<file path="src/rtl/eac_defs.svh">
// Constants for the exposure acquisition control block.
`ifndef EAC_DEFS_SVH
`define EAC_DEFS_SVH
`define EAC_CLK_MHZ        20
`define EAC_EXP_MIN_US     22'h00000C
`define EAC_EXP_MIN_ALT_US 22'h000012
`define EAC_EXP_MAX_US     22'h2625A0
`define EAC_SRC_SOFT       2'h0
`define EAC_SRC_LINE1      2'h1
`define EAC_SRC_LINE2      2'h2
`define EAC_LINE_OUT1      2'h0
`define EAC_LINE_OUT2      2'h1
`define EAC_LINE_OUT3      2'h2
`define EAC_LINE_OUT4      2'h3
`endif

</file>
<file path="src/rtl/eac_pkg.sv">
// Types for the exposure acquisition control block.
package eac_pkg;
	typedef enum logic [1:0] {
		EAC_IDLE    = 2'b00,
		EAC_WAIT_FS = 2'b01,
		EAC_EXPOSE  = 2'b10
	} eac_state_e;
endpackage : eac_pkg

</file>
<file path="src/rtl/eac_core.sv">
// Exposure sequencing, overtrigger detection, status selection and output line routing.
`timescale 1ns/10ps
`include "eac_defs.svh"

// Overview of operation
// - Programmed duration used for trigger off, software source, or line 1/2 timed.
// - Duration setting counts in whole microseconds, step of one.
// - Duration clamped to 12 us (18 us variant) up to 2500000 us.
// - Manual duration governs only while auto exposure is disabled.
// - Auto adjustment is disabled after power on or reset.
// - Non-overlapped: exposure and readout finish before next frame starts.
// - Overlap when frame period at most exposure plus readout time.
// - Readable readout time in microseconds is reported.
// - Exposure-active output high during exposure, lagging slightly.
// - Exposure-active routable to any output line 1 to 4.
// - Software acquisition start outside waiting state ignored, overtrigger raised.
// - Software frame start outside waiting state ignored, overtrigger raised.
// - Selector picks acquisition or frame trigger waiting flag as status.
// - Status reads true while waiting for selected trigger.
// - Timed mode starts exposure on selected edge, ends after duration.
// - Frame wait asserted entering wait state, cleared on accepted trigger.
module eac_core #(
	parameter int          EXP_W    = 22,
	parameter int          TICK_DIV = `EAC_CLK_MHZ,
	parameter logic [21:0] RO_US    = 22'h0003E8
) (
	input  wire logic             clock,
	input  wire logic             arst_n,
	input  wire logic             acq_enable,
	input  wire logic             fs_trig_mode_on,
	input  wire logic [1:0]       fs_trig_source,
	input  wire logic             exp_mode_timed,
	input  wire logic             trig_rising,
	input  wire logic             alt_sensor,
	input  wire logic             auto_exp_req,
	input  wire logic [EXP_W-1:0] exposure_us,
	input  wire logic [1:0]       exp_line_sel,
	input  wire logic             status_sel_frame,
	input  wire logic             sw_acq_start,
	input  wire logic             sw_frame_start,
	input  wire logic             ext_frame_begin_pulse,
	output logic [3:0]            out_lines,
	output logic                  acq_status,
	output logic                  frame_trig_wait,
	output logic                  acq_trig_wait,
	output logic                  acq_overtrig,
	output logic                  frame_overtrig,
	output logic                  exp_overlapped,
	output logic                  auto_exp_active,
	output logic [EXP_W-1:0]      readout_time_us
);

	// ----------------------------------------------------------------
	// State and registers
	// ----------------------------------------------------------------
	// The divider width follows the clock ratio, so another clock rate needs no edit here.
	localparam int TICK_W = (TICK_DIV > 1) ? $clog2(TICK_DIV) : 1;
	// Readout length at the counter width; the parameter keeps its published width.
	localparam logic [EXP_W-1:0] RO_LEN = EXP_W'(RO_US);
	eac_pkg::eac_state_e state_ff, nxt_state;
	logic [EXP_W-1:0] exp_cnt_ff, ro_cnt_ff, period_ff, exp_len_ff;
	logic [TICK_W-1:0] tick_cnt_ff;
	logic             ext_d_ff, shutter_ff, auto_ff;
	logic             ovr_acq_ff, ovr_frm_ff, ovl_ff;
	logic [3:0]       lines_ff;
	logic             shutter_open_indicator;

	// ----------------------------------------------------------------
	// Decode
	// ----------------------------------------------------------------
	// Microsecond tick; the divider trades precision for a tiny counter.
	wire tick_us = (tick_cnt_ff == TICK_W'(TICK_DIV - 1));
	wire [TICK_W-1:0] nxt_tick_cnt = tick_us ? '0 : tick_cnt_ff + TICK_W'(1);
	wire [EXP_W-1:0] exp_min = alt_sensor ? `EAC_EXP_MIN_ALT_US : `EAC_EXP_MIN_US;
	// Clamp into the legal range so a bad host value cannot stall the shutter.
	wire [EXP_W-1:0] exp_clamped = (exposure_us < exp_min) ? exp_min :
		(exposure_us > `EAC_EXP_MAX_US) ? `EAC_EXP_MAX_US : exposure_us;
	wire hw_src = (fs_trig_source == `EAC_SRC_LINE1) || (fs_trig_source == `EAC_SRC_LINE2);
	wire use_prog = !fs_trig_mode_on || (fs_trig_source == `EAC_SRC_SOFT) ||
		(hw_src && exp_mode_timed);
	wire ext_edge = trig_rising ? (ext_frame_begin_pulse && !ext_d_ff)
		: (!ext_frame_begin_pulse && ext_d_ff);
	wire fs_hw_evt = fs_trig_mode_on && hw_src && ext_edge;
	wire fs_sw_evt = fs_trig_mode_on && (fs_trig_source == `EAC_SRC_SOFT) && sw_frame_start;
	wire fs_evt = !fs_trig_mode_on || fs_hw_evt || fs_sw_evt;
	wire in_wait_fs = (state_ff == eac_pkg::EAC_WAIT_FS);
	wire ro_busy = (ro_cnt_ff != '0);
	// The next exposure always waits for readout to drain; no start is allowed during readout.
	wire can_start = in_wait_fs && fs_evt && !ro_busy;
	wire exp_done = (state_ff == eac_pkg::EAC_EXPOSE) && tick_us && (exp_cnt_ff >= exp_len_ff - 1'b1);
	wire width_end = (state_ff == eac_pkg::EAC_EXPOSE) && !use_prog &&
		(trig_rising ? !ext_frame_begin_pulse : ext_frame_begin_pulse);
	wire exp_end = use_prog ? exp_done : width_end;
	// Auto exposure only runs when requested; manual time is valid otherwise.
	wire manual_ok = !auto_ff;

	// ----------------------------------------------------------------
	// Counter next values
	// ----------------------------------------------------------------
	// The exposure counter restarts at each accepted trigger and moves on the tick.
	wire [EXP_W-1:0] nxt_exp_cnt = can_start ? '0 :
		(tick_us ? exp_cnt_ff + 1'b1 : exp_cnt_ff);
	// While auto exposure owns the time, a start keeps the last manual length.
	wire [EXP_W-1:0] nxt_exp_len = (can_start && manual_ok) ? exp_clamped : exp_len_ff;
	// The period counter saturates so a long pause never wraps into a false overlap.
	wire period_sat = (period_ff == '1);
	wire [EXP_W-1:0] nxt_period = can_start ? '0 :
		((tick_us && !period_sat) ? period_ff + 1'b1 : period_ff);
	// Readout is loaded at the end of exposure and drains one count per microsecond.
	wire [EXP_W-1:0] nxt_ro_cnt = exp_end ? RO_LEN :
		((tick_us && ro_busy) ? ro_cnt_ff - 1'b1 : ro_cnt_ff);

	// ----------------------------------------------------------------
	// Next state
	// ----------------------------------------------------------------
	always_comb begin
		nxt_state = state_ff;
		case (state_ff)
			eac_pkg::EAC_IDLE:    if (acq_enable && sw_acq_start) nxt_state = eac_pkg::EAC_WAIT_FS;
			eac_pkg::EAC_WAIT_FS: begin
				if (!acq_enable) nxt_state = eac_pkg::EAC_IDLE;
				else if (can_start) nxt_state = eac_pkg::EAC_EXPOSE;
			end
			eac_pkg::EAC_EXPOSE:  if (exp_end) nxt_state = eac_pkg::EAC_WAIT_FS;
			default:              nxt_state = eac_pkg::EAC_IDLE;
		endcase
	end

	// ----------------------------------------------------------------
	// Sequencer registers
	// ----------------------------------------------------------------
	// State register of the frame sequencer.
	always_ff @(posedge clock or negedge arst_n) begin
		if (!arst_n) begin
			state_ff <= eac_pkg::EAC_IDLE;
		end else begin
			state_ff <= nxt_state;
		end
	end

	// Free-running microsecond divider; its phase is not tied to the trigger,
	// so a timed exposure may end up to one microsecond before the full setting.
	always_ff @(posedge clock or negedge arst_n) begin
		if (!arst_n) begin
			tick_cnt_ff <= '0;
		end else begin
			tick_cnt_ff <= nxt_tick_cnt;
		end
	end

	// Input history for the edge detector and the registered auto request.
	always_ff @(posedge clock or negedge arst_n) begin
		if (!arst_n) begin
			ext_d_ff <= 1'b0;
			auto_ff  <= 1'b0;
		end else begin
			ext_d_ff <= ext_frame_begin_pulse;
			auto_ff  <= auto_exp_req;
		end
	end

	// Exposure length and elapsed time of the current frame.
	always_ff @(posedge clock or negedge arst_n) begin
		if (!arst_n) begin
			exp_cnt_ff <= '0;
			exp_len_ff <= EXP_W'(`EAC_EXP_MIN_US);
		end else begin
			exp_cnt_ff <= nxt_exp_cnt;
			exp_len_ff <= nxt_exp_len;
		end
	end

	// The period starts saturated, so the first frame after reset never reads as overlapped.
	always_ff @(posedge clock or negedge arst_n) begin
		if (!arst_n) begin
			period_ff <= '1;
			ro_cnt_ff <= '0;
		end else begin
			period_ff <= nxt_period;
			ro_cnt_ff <= nxt_ro_cnt;
		end
	end

	// ----------------------------------------------------------------
	// Status, events and output lines
	// ----------------------------------------------------------------
	assign shutter_open_indicator = (state_ff == eac_pkg::EAC_EXPOSE);
	wire ovr_acq = sw_acq_start && (state_ff != eac_pkg::EAC_IDLE);
	wire ovr_frm = fs_trig_mode_on && (fs_sw_evt || fs_hw_evt) && !can_start;
	wire ovl_now = can_start && (period_ff <= exp_len_ff + RO_LEN);
	genvar gi;
	generate
		for (gi = 0; gi < 4; gi++) begin : g_line
			always_ff @(posedge clock or negedge arst_n) begin
				if (!arst_n) lines_ff[gi] <= 1'b0;
				else lines_ff[gi] <= shutter_ff && (exp_line_sel == 2'(gi));
			end
		end
	endgenerate

	// The register stage gives the indicator its short lag behind the exposure state.
	always_ff @(posedge clock or negedge arst_n) begin
		if (!arst_n) begin
			shutter_ff <= 1'b0;
		end else begin
			shutter_ff <= shutter_open_indicator;
		end
	end

	// Overtrigger events are one-cycle pulses; the overlap flag holds until the next start.
	always_ff @(posedge clock or negedge arst_n) begin
		if (!arst_n) begin
			ovr_acq_ff <= 1'b0;
			ovr_frm_ff <= 1'b0;
			ovl_ff     <= 1'b0;
		end else begin
			ovr_acq_ff <= ovr_acq;
			ovr_frm_ff <= ovr_frm;
			if (can_start) ovl_ff <= ovl_now;
		end
	end

	assign out_lines       = lines_ff;
	assign frame_trig_wait = in_wait_fs;
	assign acq_trig_wait   = (state_ff == eac_pkg::EAC_IDLE);
	assign acq_status      = status_sel_frame ? frame_trig_wait : acq_trig_wait;
	assign acq_overtrig    = ovr_acq_ff;
	assign frame_overtrig  = ovr_frm_ff;
	assign exp_overlapped  = ovl_ff;
	assign auto_exp_active = auto_ff;
	assign readout_time_us = RO_LEN;

endmodule : eac_core

</file>
<file path="config.mk">
export PLATFORM = sky130hd
export DESIGN_NAME = eac_core
export DESIGN_NICKNAME = d
export VERILOG_FILES = /design/src/rtl/eac_pkg.sv /design/src/rtl/eac_core.sv
export VERILOG_INCLUDE_DIRS = /design/src /design/src/rtl
export SDC_FILE = /design/constraint.sdc
export NUM_CORES = 1
export LEC_CHECK = 0
export ABC_AREA = 1
export BUFFER_PORTS_ARGS = -buffer_cell sky130_fd_sc_hd__buf_2
export CAP_MARGIN = 20
export CORE_ASPECT_RATIO = 0.7
export CORE_MARGIN = 5
export CORE_UTILIZATION = 40
export DETAILED_ROUTE_END_ITERATION = 16
export GPL_TIMING_DRIVEN = 0
export SLEW_MARGIN = 10
export SYNTH_ARGS = -nofsm -noshare
export SYNTH_HDL_FRONTEND = slang
export SYNTH_SLANG_ARGS = --single-unit
</file>
<file path="constraint.sdc">
create_clock -name clock -period 6.5 [get_ports clock]
set_input_delay 1.3 -clock clock [delete_from_list [all_inputs] [get_ports clock]]
set_output_delay 1.3 -clock clock [all_outputs]
set_load 0.02 [all_outputs]
</file>
## Word-level counts from Yosys, hierarchy flattened

Index checks and enable logic that the tools add are counted.

- Reduce and logical (&&, ||, !) cells: 48
- Muxes and demuxes: 19
- Add/sub/neg operators: 6
- Equality and inequality tests: 12
- $lt $le $gt $ge: 4

Operators by type and width:

| kind | count |
|---|---|
| 2-to-1 mux 22 bit | 8 |
| adder 22 x 1 -> 22 bit (second input constant) | 2 |
| subtractor 22 x 1 -> 22 bit (second input constant) | 2 |
| logical AND 1 bit | 25 |
| adder 22 x 10 -> 22 bit (second input constant) | 1 |
| == test 22 bit (second input constant) | 1 |
| >= comparator 22 bit | 1 |
| greater-than comparator 22 bit (second input constant) | 1 |
| less-or-equal comparator 22 bit | 1 |
| less-than comparator 22 x 5 -> 1 bit | 1 |
| nonzero test 22 bit | 1 |
| 2-to-1 mux 5 bit | 2 |
| == test 2 bit (second input constant) | 4 |
| logical NOT 1 bit | 8 |
| 2-to-1 mux 2 bit | 4 |
| nonzero test 2 bit | 4 |
| == test 2 x 1 -> 1 bit (second input constant) | 3 |
| logical NOT 2 bit | 3 |
| logical OR 1 bit | 6 |
| case mux 2 bit (3 select lines) | 1 |
| adder 5 x 1 -> 5 bit (second input constant) | 1 |
| == test 5 bit (second input constant) | 1 |
| 2-to-1 mux 1 bit | 4 |
| inequality test 2 x 1 -> 1 bit (second input constant) | 2 |
| other kinds (2) | 2 |

- Register bits after elaboration: 105
- Output and inout bits: 33
- Word-level logic and storage cells: 105
- Bits of input ports: 38

## Depth between registers and ports, before layout

Gate-level depths: netlist of run 1.

- Word-level depth: 11
- Mapped depth: 24
- Depth with buffers taken out: 24

## Least setup slack after synthesis of run 1

No wires, ideal clock.

- Path kind: flip-flop to flip-flop
- Start: reg exp_len_ff[3]
- End: reg ro_cnt_ff[15]
- Library setup time: 0.095 ns
- Required time: 6.405 ns
- Stages on the path, launching flop included: 22
- Slack: 3.305 ns
- Clock period less this slack: 3.195 ns
- Path buffers: 1
- Data arrival time: 3.099 ns
- Path through: dfstp_2 -> inv_1 -> ha_1 -> nand2_1 -> nand2_1 -> nor3_2 -> nand3_1 -> nor2_1 -> nand4_1 -> xor2_1 -> ha_1 -> a21o_1 -> nor2_1 -> nand2_1 -> a21oi_1 -> nand2_1 -> nand2_1 -> nand2_1 -> inv_1 -> clkbuf_1 -> nand3_1 -> o31ai_1

- Longest elaborated chain between the ends: 5
- Elaborated cells on any way between the ends: 6
- Classes of those cells: add/sub (1); order compare (1); mux (2); reduce/logical (2)

Ends and longest elaborated chain:

| item | line | text |
|---|---|---|
| start, declared | eac_core.sv:61 | `logic [EXP_W-1:0] exp_cnt_ff, ro_cnt_ff, period_ff, exp_len_ff;` |
| start signal, assigned | eac_core.sv:166 | `` exp_len_ff <= EXP_W'(`EAC_EXP_MIN_US); `` |
| start signal, assigned | eac_core.sv:169 | `exp_len_ff <= nxt_exp_len;` |
| subtractor 22 x 1 -> 22 bit * | eac_core.sv:90 | `wire exp_done = (state_ff == eac_pkg::EAC_EXPOSE) && tick_us && (exp_cnt_ff >= exp_len_ff - 1'b1);` |
| >= comparator 22 bit * | eac_core.sv:90 |  |
| logical AND 1 bit * | eac_core.sv:90 |  |
| 2-to-1 mux 1 bit * | eac_core.sv:93 | `wire exp_end = use_prog ? exp_done : width_end;` |
| 2-to-1 mux 22 bit / nonzero test 2 bit (equally long branches) | - |  |
| end signal, assigned | eac_core.sv:180 | `ro_cnt_ff <= nxt_ro_cnt;` |
| end, declared | eac_core.sv:61 |  |

Every way passes the cells marked *; elsewhere a longest branch is shown, timed or not.
A chain may end at the register's enable or synchronous reset.

## Worst setup path after layout of run 1

Same ends and word-level chain as after synthesis.

==> out/qor.yml, run 1 <==
outcome: "complete, no violations"
cts_root_buf: "clkbuf_16"
drv_slew: 0
crit_path_max_fanout: 10
relSlewSlack_pct: 62.4
hold_ws_ns: 0.464
ir_drop_mv: 0.109
final_antenna_net_count: 0
required_ns: 6.76
avgSynthCellArea_um2: 7.47
ys_warn_count: 0
antenna_found_initial: 0
hpwl_mm: 16.0
die_y_um: 126
ios: 71
ys_types: 43
layout.nets: 1209
grt_pass1_vias: 6202
worstSetupEndpointType: "register"
mostFrequentLayoutCells: "nand2_1 (180), inv_1 (142), nor2_1 (122)"
cp.arrival_ns: 4.31
cts_tree: "done"
critPathLaunch: "exp_len_ff[3]"
vias: 6823
drc: 0
final_common_cell: "nand2_1"
max_freq_mhz: 247
p_per_area_nw_per_um2: 194
synth_area_um2: 7730
clk_latency_ns: 0.36
tightest_slew_ns: 0.564
gp_congestion: 0.885
ys_seq_area_share_pct: 34.4
finalHoldViolCount: 0
fin_ws_ns: 2.45
worst_hold_path_type: "reg -> reg"
clk_pin_slew_worst_paths_ns: 0.07
fp-row-count: 42
num_antenna_cells: 0
wl_met2_mm: 7.84
ys.flop_type: "dfrtp_1"
tns_ns: 0
grt_usage_pct: 18.4
cap_violations: 0
start_util_pct: 40.8
drt-met1-wl_mm: 11.0
synth_edf_count: 0
numCtsBuffers: 9
p_leak_nw: 4.23
via_per_inst: 4.93
r2r-start: "exp_len_ff[3]"
max-clock-path-buffers: 2
post_cts_resized: 0
die-area_um2: 22300
setup_viol: 0
finalWirelength_mm: 20.0
async_flop_share_pct: 100
hold_start: "tick_cnt_ff[0]"
cts_num_sinks: 105
pre_cts_ws_ns: 2.49
rsz0062_at_grt: "false"
multi_input_area_um2: 4370
cp-start-kind: "register"
path_class: "reg -> reg"
min_period_ns: 4.05
timing.final.crit_share_pct: 62.3
post_cts_buffers: 0
core_um2: 19000
dr_wl_met3_um: 963
syn2layout_area_growth_pct: 12.9
ctsHoldBuffers: 0
avgRoutedWirePerCell_um: 14.4
regArea_um2: 2660
synth-seq-cells: 105
grt_max_degree: 82
n_fill_cell: 1917
grt_pass1_wl_mm: 33.1
clock_skew_ns: 0.00943
utilization_pct: 46.0
die_w_um: 176
port_buffers: 48
drt-initial-drc-count: 676
overflow: 0
drive_gt1_share_pct: 13.8
synth_cells: 1035
maxUsedRoutingLayer: "met4"
dr.pass1.iters: 5
htree_levels: 3
## sequential cells by signal, summed over array words and instances (netlist names), 2 cells and up
signal,count
exp_len_ff,22
state_ff,2
tick_cnt_ff,5
period_ff,22
ro_cnt_ff,22
out_lines,4
exp_cnt_ff,22
## area by class of cell
| type | instances | area share (%) |
|---|---|---|
| clock buffer | 11 | 2.78 |
| inverter | 146 | 6.28 |
| sequential | 105 | 30.4 |
| clock inverter | 5 | 0.903 |
| multi-input combinational | 769 | 50.0 |
| tap | 264 | 3.78 |
| timing repair buffer | 49 | 3.14 |
| buffer | 35 | 2.66 |
## synthesized netlist by cell type (17+ instances only)
cell type / n / area share (%)
ha_1: 56 / 9.1
xor2_1: 50 / 5.7
dfrtp_1: 81 / 26
nor3_1: 44 / 2.8
a21oi_1: 44 / 2.8
buf_4: 25 / 2.4
inv_1: 142 / 6.9
nor4_1: 17 / 1.4
o21ai_0: 58 / 3.8
dfstp_2: 24 / 8.2
nand2_1: 180 / 8.7
nand4_1: 30 / 2.4
nand3_1: 77 / 5.0
nor2_1: 122 / 5.9
## worst max-delay path, cell delays in order, from the launching register on
cell and delay, ns:
dfstp_2 0.63, inv_1 0.09, ha_1 0.22, nand2_1 0.09
nand2_1 0.11, nor3_2 0.25, nand3_1 0.17, nor2_1 0.16
nand4_1 0.11, xor2_1 0.16, ha_1 0.31, a21o_1 0.16
nor2_1 0.11, nand2_1 0.09, a21oi_1 0.12, nand2_1 0.09
nand2_1 0.08, nand2_1 0.23, inv_1 0.14, clkbuf_1 0.42
nand3_1 0.14, o31ai_1 0.10
## path summary, 6_finish.rpt
check / to / slack, ns / depth (start not counted)
min in group asynchronous: exp_overlapped / 0.80 / 1
worst min-delay path: tick_cnt_ff[0] / 0.46 / 1
max in group asynchronous: exp_len_ff[3] / 4.97 / 2
worst max-delay path: ro_cnt_ff[15] / 2.45 / 21
worst max register to register: ro_cnt_ff[15] / 2.45 / 21
worst min register to register: tick_cnt_ff[0] / 0.46 / 1
## through the flow
step                total power (W)  std cells  area [um^2]
finish                      0.00169       1384         8730
floorplan                   0.00100       1055         7810
CTS                         0.00171       1384         8730
global placement            0.00110       1367         8380
global route                0.00179       1384         8730
detailed placement          0.00111       1368         8410
## routing by layer
metal / vias up / global-route usage, %
met5: - / 0
met4: 0 / 3.12
met3: 9 / 3.84
met2: 116 / 24.6
met1: 3165 / 30.2
li1: 3533 / -
## kinds of logic after synthesis
| group | synth area share, % |
|---|---|
| adders and majority gates | 9.06 |
| and+or+nand+nor | 30.4 |
| xor gates and xnor gates | 6.68 |
| buffers and inverters | 10.1 |
| AOI/OAI and AO/OA | 9.32 |
| other | 0.0971 |
| DFF | 34.4 |
## report_power, final
part	internal, W	leakage, nW	switching, W
clock network	0.000348	0.159	0.000249
registers	0.000716	1.21	0.0000633
logic	0.000113	2.86	0.000206
total	0.00118	4.23	0.000518
(Power assumes the default switching activity.)
==> run 2, diff against run 1 <==
--- a/config.mk
+++ b/config.mk
@@ -6,7 +6,7 @@
 export SDC_FILE = /design/constraint.sdc
 export NUM_CORES = 1
 export LEC_CHECK = 0
-export ABC_AREA = 1
+export ABC_AREA = 0
 export BUFFER_PORTS_ARGS = -buffer_cell sky130_fd_sc_hd__buf_2
 export CAP_MARGIN = 20
 export CORE_ASPECT_RATIO = 0.7
==> constraint.sdc (replaced) <==
create_clock -name clock -period 4 [get_ports clock]
set_input_delay 0.8 -clock clock [delete_from_list [all_inputs] [get_ports clock]]
set_output_delay 0.8 -clock clock [all_outputs]
set_load 0.02 [all_outputs]
==> out/qor.yml, run 2 <==
grt_usage_pct: 16.9  # -1.5 points
port_buffers: 48  # unchanged
dp.cells: 1098  # -20%
tightest_slew_ns: 0.831  # +0.267 ns
yosysMostFrequentCell: "nor2_1"
synth_edf_count: 0  # unchanged
synth_cells: 798  # -23%
gp_congestion: 0.848  # -4.2%
max_freq_mhz: 268  # +8.5%
ys.flop_type: "dfrtp_1"
drv_slew: 0  # unchanged
cp_slowest_cell: "or4_4"
rsz0062_at_grt: "false"
final_antenna_net_count: 0  # unchanged
antenna_found_initial: 0  # unchanged
timing.final.crit_share_pct: 93.3  # +31 points
wl_met2_mm: 6.60  # -16%
fp-row-count: 40  # -4.8%
required_ns: 4.29  # -2.47 ns
path_class: "reg -> reg"
clock_skew_ns: 0.0139  # +0.00448 ns
clk_pin_slew_worst_paths_ns: 0.08  # about the same
die-area_um2: 20400  # -8.4%
crit_path_max_fanout: 10  # unchanged
post_cts_buffers: 0  # unchanged
worst_hold_path_type: "in -> async"
ys_types: 54  # +26%
cts_root_buf: "clkbuf_16"
drc: 0  # unchanged
num_antenna_cells: 0  # unchanged
syn2layout_area_growth_pct: 14.0
cp.arrival_ns: 4.03  # -0.28 ns
avgSynthCellArea_um2: 8.82  # +18%
synth_common_cells: "nor2_1 (110), dfrtp_1 (81), nand2_1 (77), ha_1 (56), xor2_1 (48)"
avgRoutedWirePerCell_um: 15.0  # +4.1%
htree_levels: 3  # unchanged
min_period_ns: 3.73  # -0.319 ns
dr.pass1.iters: 5  # unchanged
p_leak_nw: 3.45  # -18%
pre_cts_ws_ns: -0.260  # -2.75 ns
utilization_pct: 46.6  # +0.56 points
cp-start-kind: "register"
relSlewSlack_pct: 44.3  # -18 points
final_common_cell: "nor2_1"
vias: 5651  # -17%
synth-seq-cells: 105  # unchanged
mostFrequentLayoutCells: "nor2_1 (106), dfrtp_1 (81), nand2_1 (77)"
drt-initial-drc-count: 459  # -32%
yosysTopAreaCell: "dfrtp_1"
ys_seq_area_share_pct: 37.8  # +3.4 points
core_um2: 17200  # -9.2%
numCtsBuffers: 9  # unchanged
ys_top_cells_by_area: "dfrtp_1 (29%), ha_1 (10%), dfstp_2 (9.0%)"
max-clock-path-buffers: 2  # unchanged
multi_input_area_um2: 4120  # -5.8%
n_fill_cell: 1705  # -11%
synth_area_um2: 7040  # -9.0%
die_w_um: 169  # -4.4%
cap_violations: 0  # unchanged
cts_tree: "done"
drive_gt1_share_pct: 17.1  # +3.3 points
die_y_um: 121  # -4.2%
start_util_pct: 40.9  # +0.11 points
layout.nets: 972  # -20%
ys_warn_count: 0  # unchanged
ir_drop_mv: 0.185  # +69%
critPathMaxStageDelay_ns: 0.55  # -0.08 ns
fin_cells: 1114  # -20%
clk_latency_ns: 0.36  # about the same
cts_num_sinks: 105  # unchanged
regArea_um2: 2660  # unchanged
via_per_inst: 5.07  # +2.9%
dr_wl_met3_um: 836  # -13%
setup_viol: 0  # unchanged
outcome: "complete, no violations"
overflow: 0  # unchanged
grt_pass1_wl_mm: 28.1  # -15%
synth_top_area_share_pct: 28.8  # +2.6 points
async_flop_share_pct: 100  # unchanged
grt_pass1_vias: 5335  # -14%
grt_max_degree: 85  # +3.7%
fin_ws_ns: 0.267  # -2.18 ns
placed_area_um2: 7670  # -8.8%
maxUsedRoutingLayer: "met4"
stdcell_area_um2: 8020  # -8.2%
finalWirelength_mm: 16.8  # -16%
hpwl_mm: 13.1  # -18%
worstSetupEndpointType: "register"
finalHoldViolCount: 0  # unchanged
drt-met1-wl_mm: 9.22  # -16%
ios: 71  # unchanged
p_per_area_nw_per_um2: 348  # +79%
crit_top_cell: "nor2_2"
crit_path_cell_trace: "clkbuf_1, or4_4, nor2_2, nand3_2, or3_1, xor2_1, ha_1, nand4_1, nor2_2, and3_1, o21ai_0, a211oi_2, clkbuf_4, nand2b_1"
==> run 2: worst paths after layout <==
check,startpoint,endpoint,slack [ns],cells past startpoint
setup reg to reg,exp_len_ff[6],ro_cnt_ff[9],0.27,14
hold / removal,arst_n,tick_cnt_ff[1],0.28,1
max in group asynchronous,arst_n,period_ff[14],3.01,2
hold reg to reg,tick_cnt_ff[0],tick_cnt_ff[0],0.47,1
setup / recovery,exp_len_ff[6],ro_cnt_ff[9],0.27,14
min in group clock,tick_cnt_ff[0],tick_cnt_ff[0],0.47,1
==> run 2: where the power goes <==
part / switching [W] / leakage [nW] / internal, W
combinational: 0.000339 / 2.06 / 0.000260
sequential: 0.000120 / 1.25 / 0.00117
clock: 0.000458 / 0.146 / 0.000443
==> run 2: area by class of cell <==
cell class                 count  area share (%)
buffer                        46            3.65
clock buffer                   9            2.81
clock inverter                 7           0.858
inverter                      25            1.17
multi-input combinational    641            51.3
sequential                   105            33.1
tap                          231            3.60
timing repair buffer          50            3.48
==> run 2: through the flow <==
stage | total power, W | setup TNS [ns] | hold slack [ns]
6_report | 0.00279 | 0 | 0.281
3_3_place_gp | 0.00188 | -3.87 | 0.459
2_1_floorplan | 0.00171 | 0 | 0.433
4_1_cts | 0.00280 | 0 | 0.280
3_5_place_dp | 0.00190 | -4.69 | 0.462
5_1_grt | 0.00296 | 0 | 0.288
==> run 2: logic make-up (layout without fill, tap and decap cells) <==
family	Yosys count	count (layout)	share of synthesized area, %
buffers and inverters	72	137	5.46
other	2	22	0.107
adder cells (fa/ha/maj)	56	56	9.96
flip-flops	105	105	37.8
AO/OA/AOI/OAI	96	96	8.57
AND/OR/NAND/NOR	370	370	26.0
XOR/XNOR	94	94	11.7
multiplexers	3	3	0.427
==> run 2: repair_timing <==
item / 4_1_cts / 5_1_grt
endpoints found under the setup margin: 20 / 25
hold buffers: 0 / 0
pin swaps: 0 / 3
resized for setup: 7 / 10
==> run 2: per-layer routing <==
layer | vias up | GRT usage (%)
li1 | 2881 | -
met1 | 2661 | 27.1
met2 | 104 | 23.5
met3 | 5 | 3.26
met4 | 0 | 2.64
met5 | - | 0
==> run 2: critical path, delay by kind of cell (launching register included) <==
| family | cells | cell delay (ns) |
|---|---|---|
| and+or+nand+nor | 8 | 1.88 |
| buffers and inverters | 2 | 0.47 |
| xor gates and xnor gates | 1 | 0.15 |
| AOI/OAI and AO/OA | 2 | 0.51 |
| adders and majority gates | 1 | 0.28 |
| DFF | 1 | 0.38 |
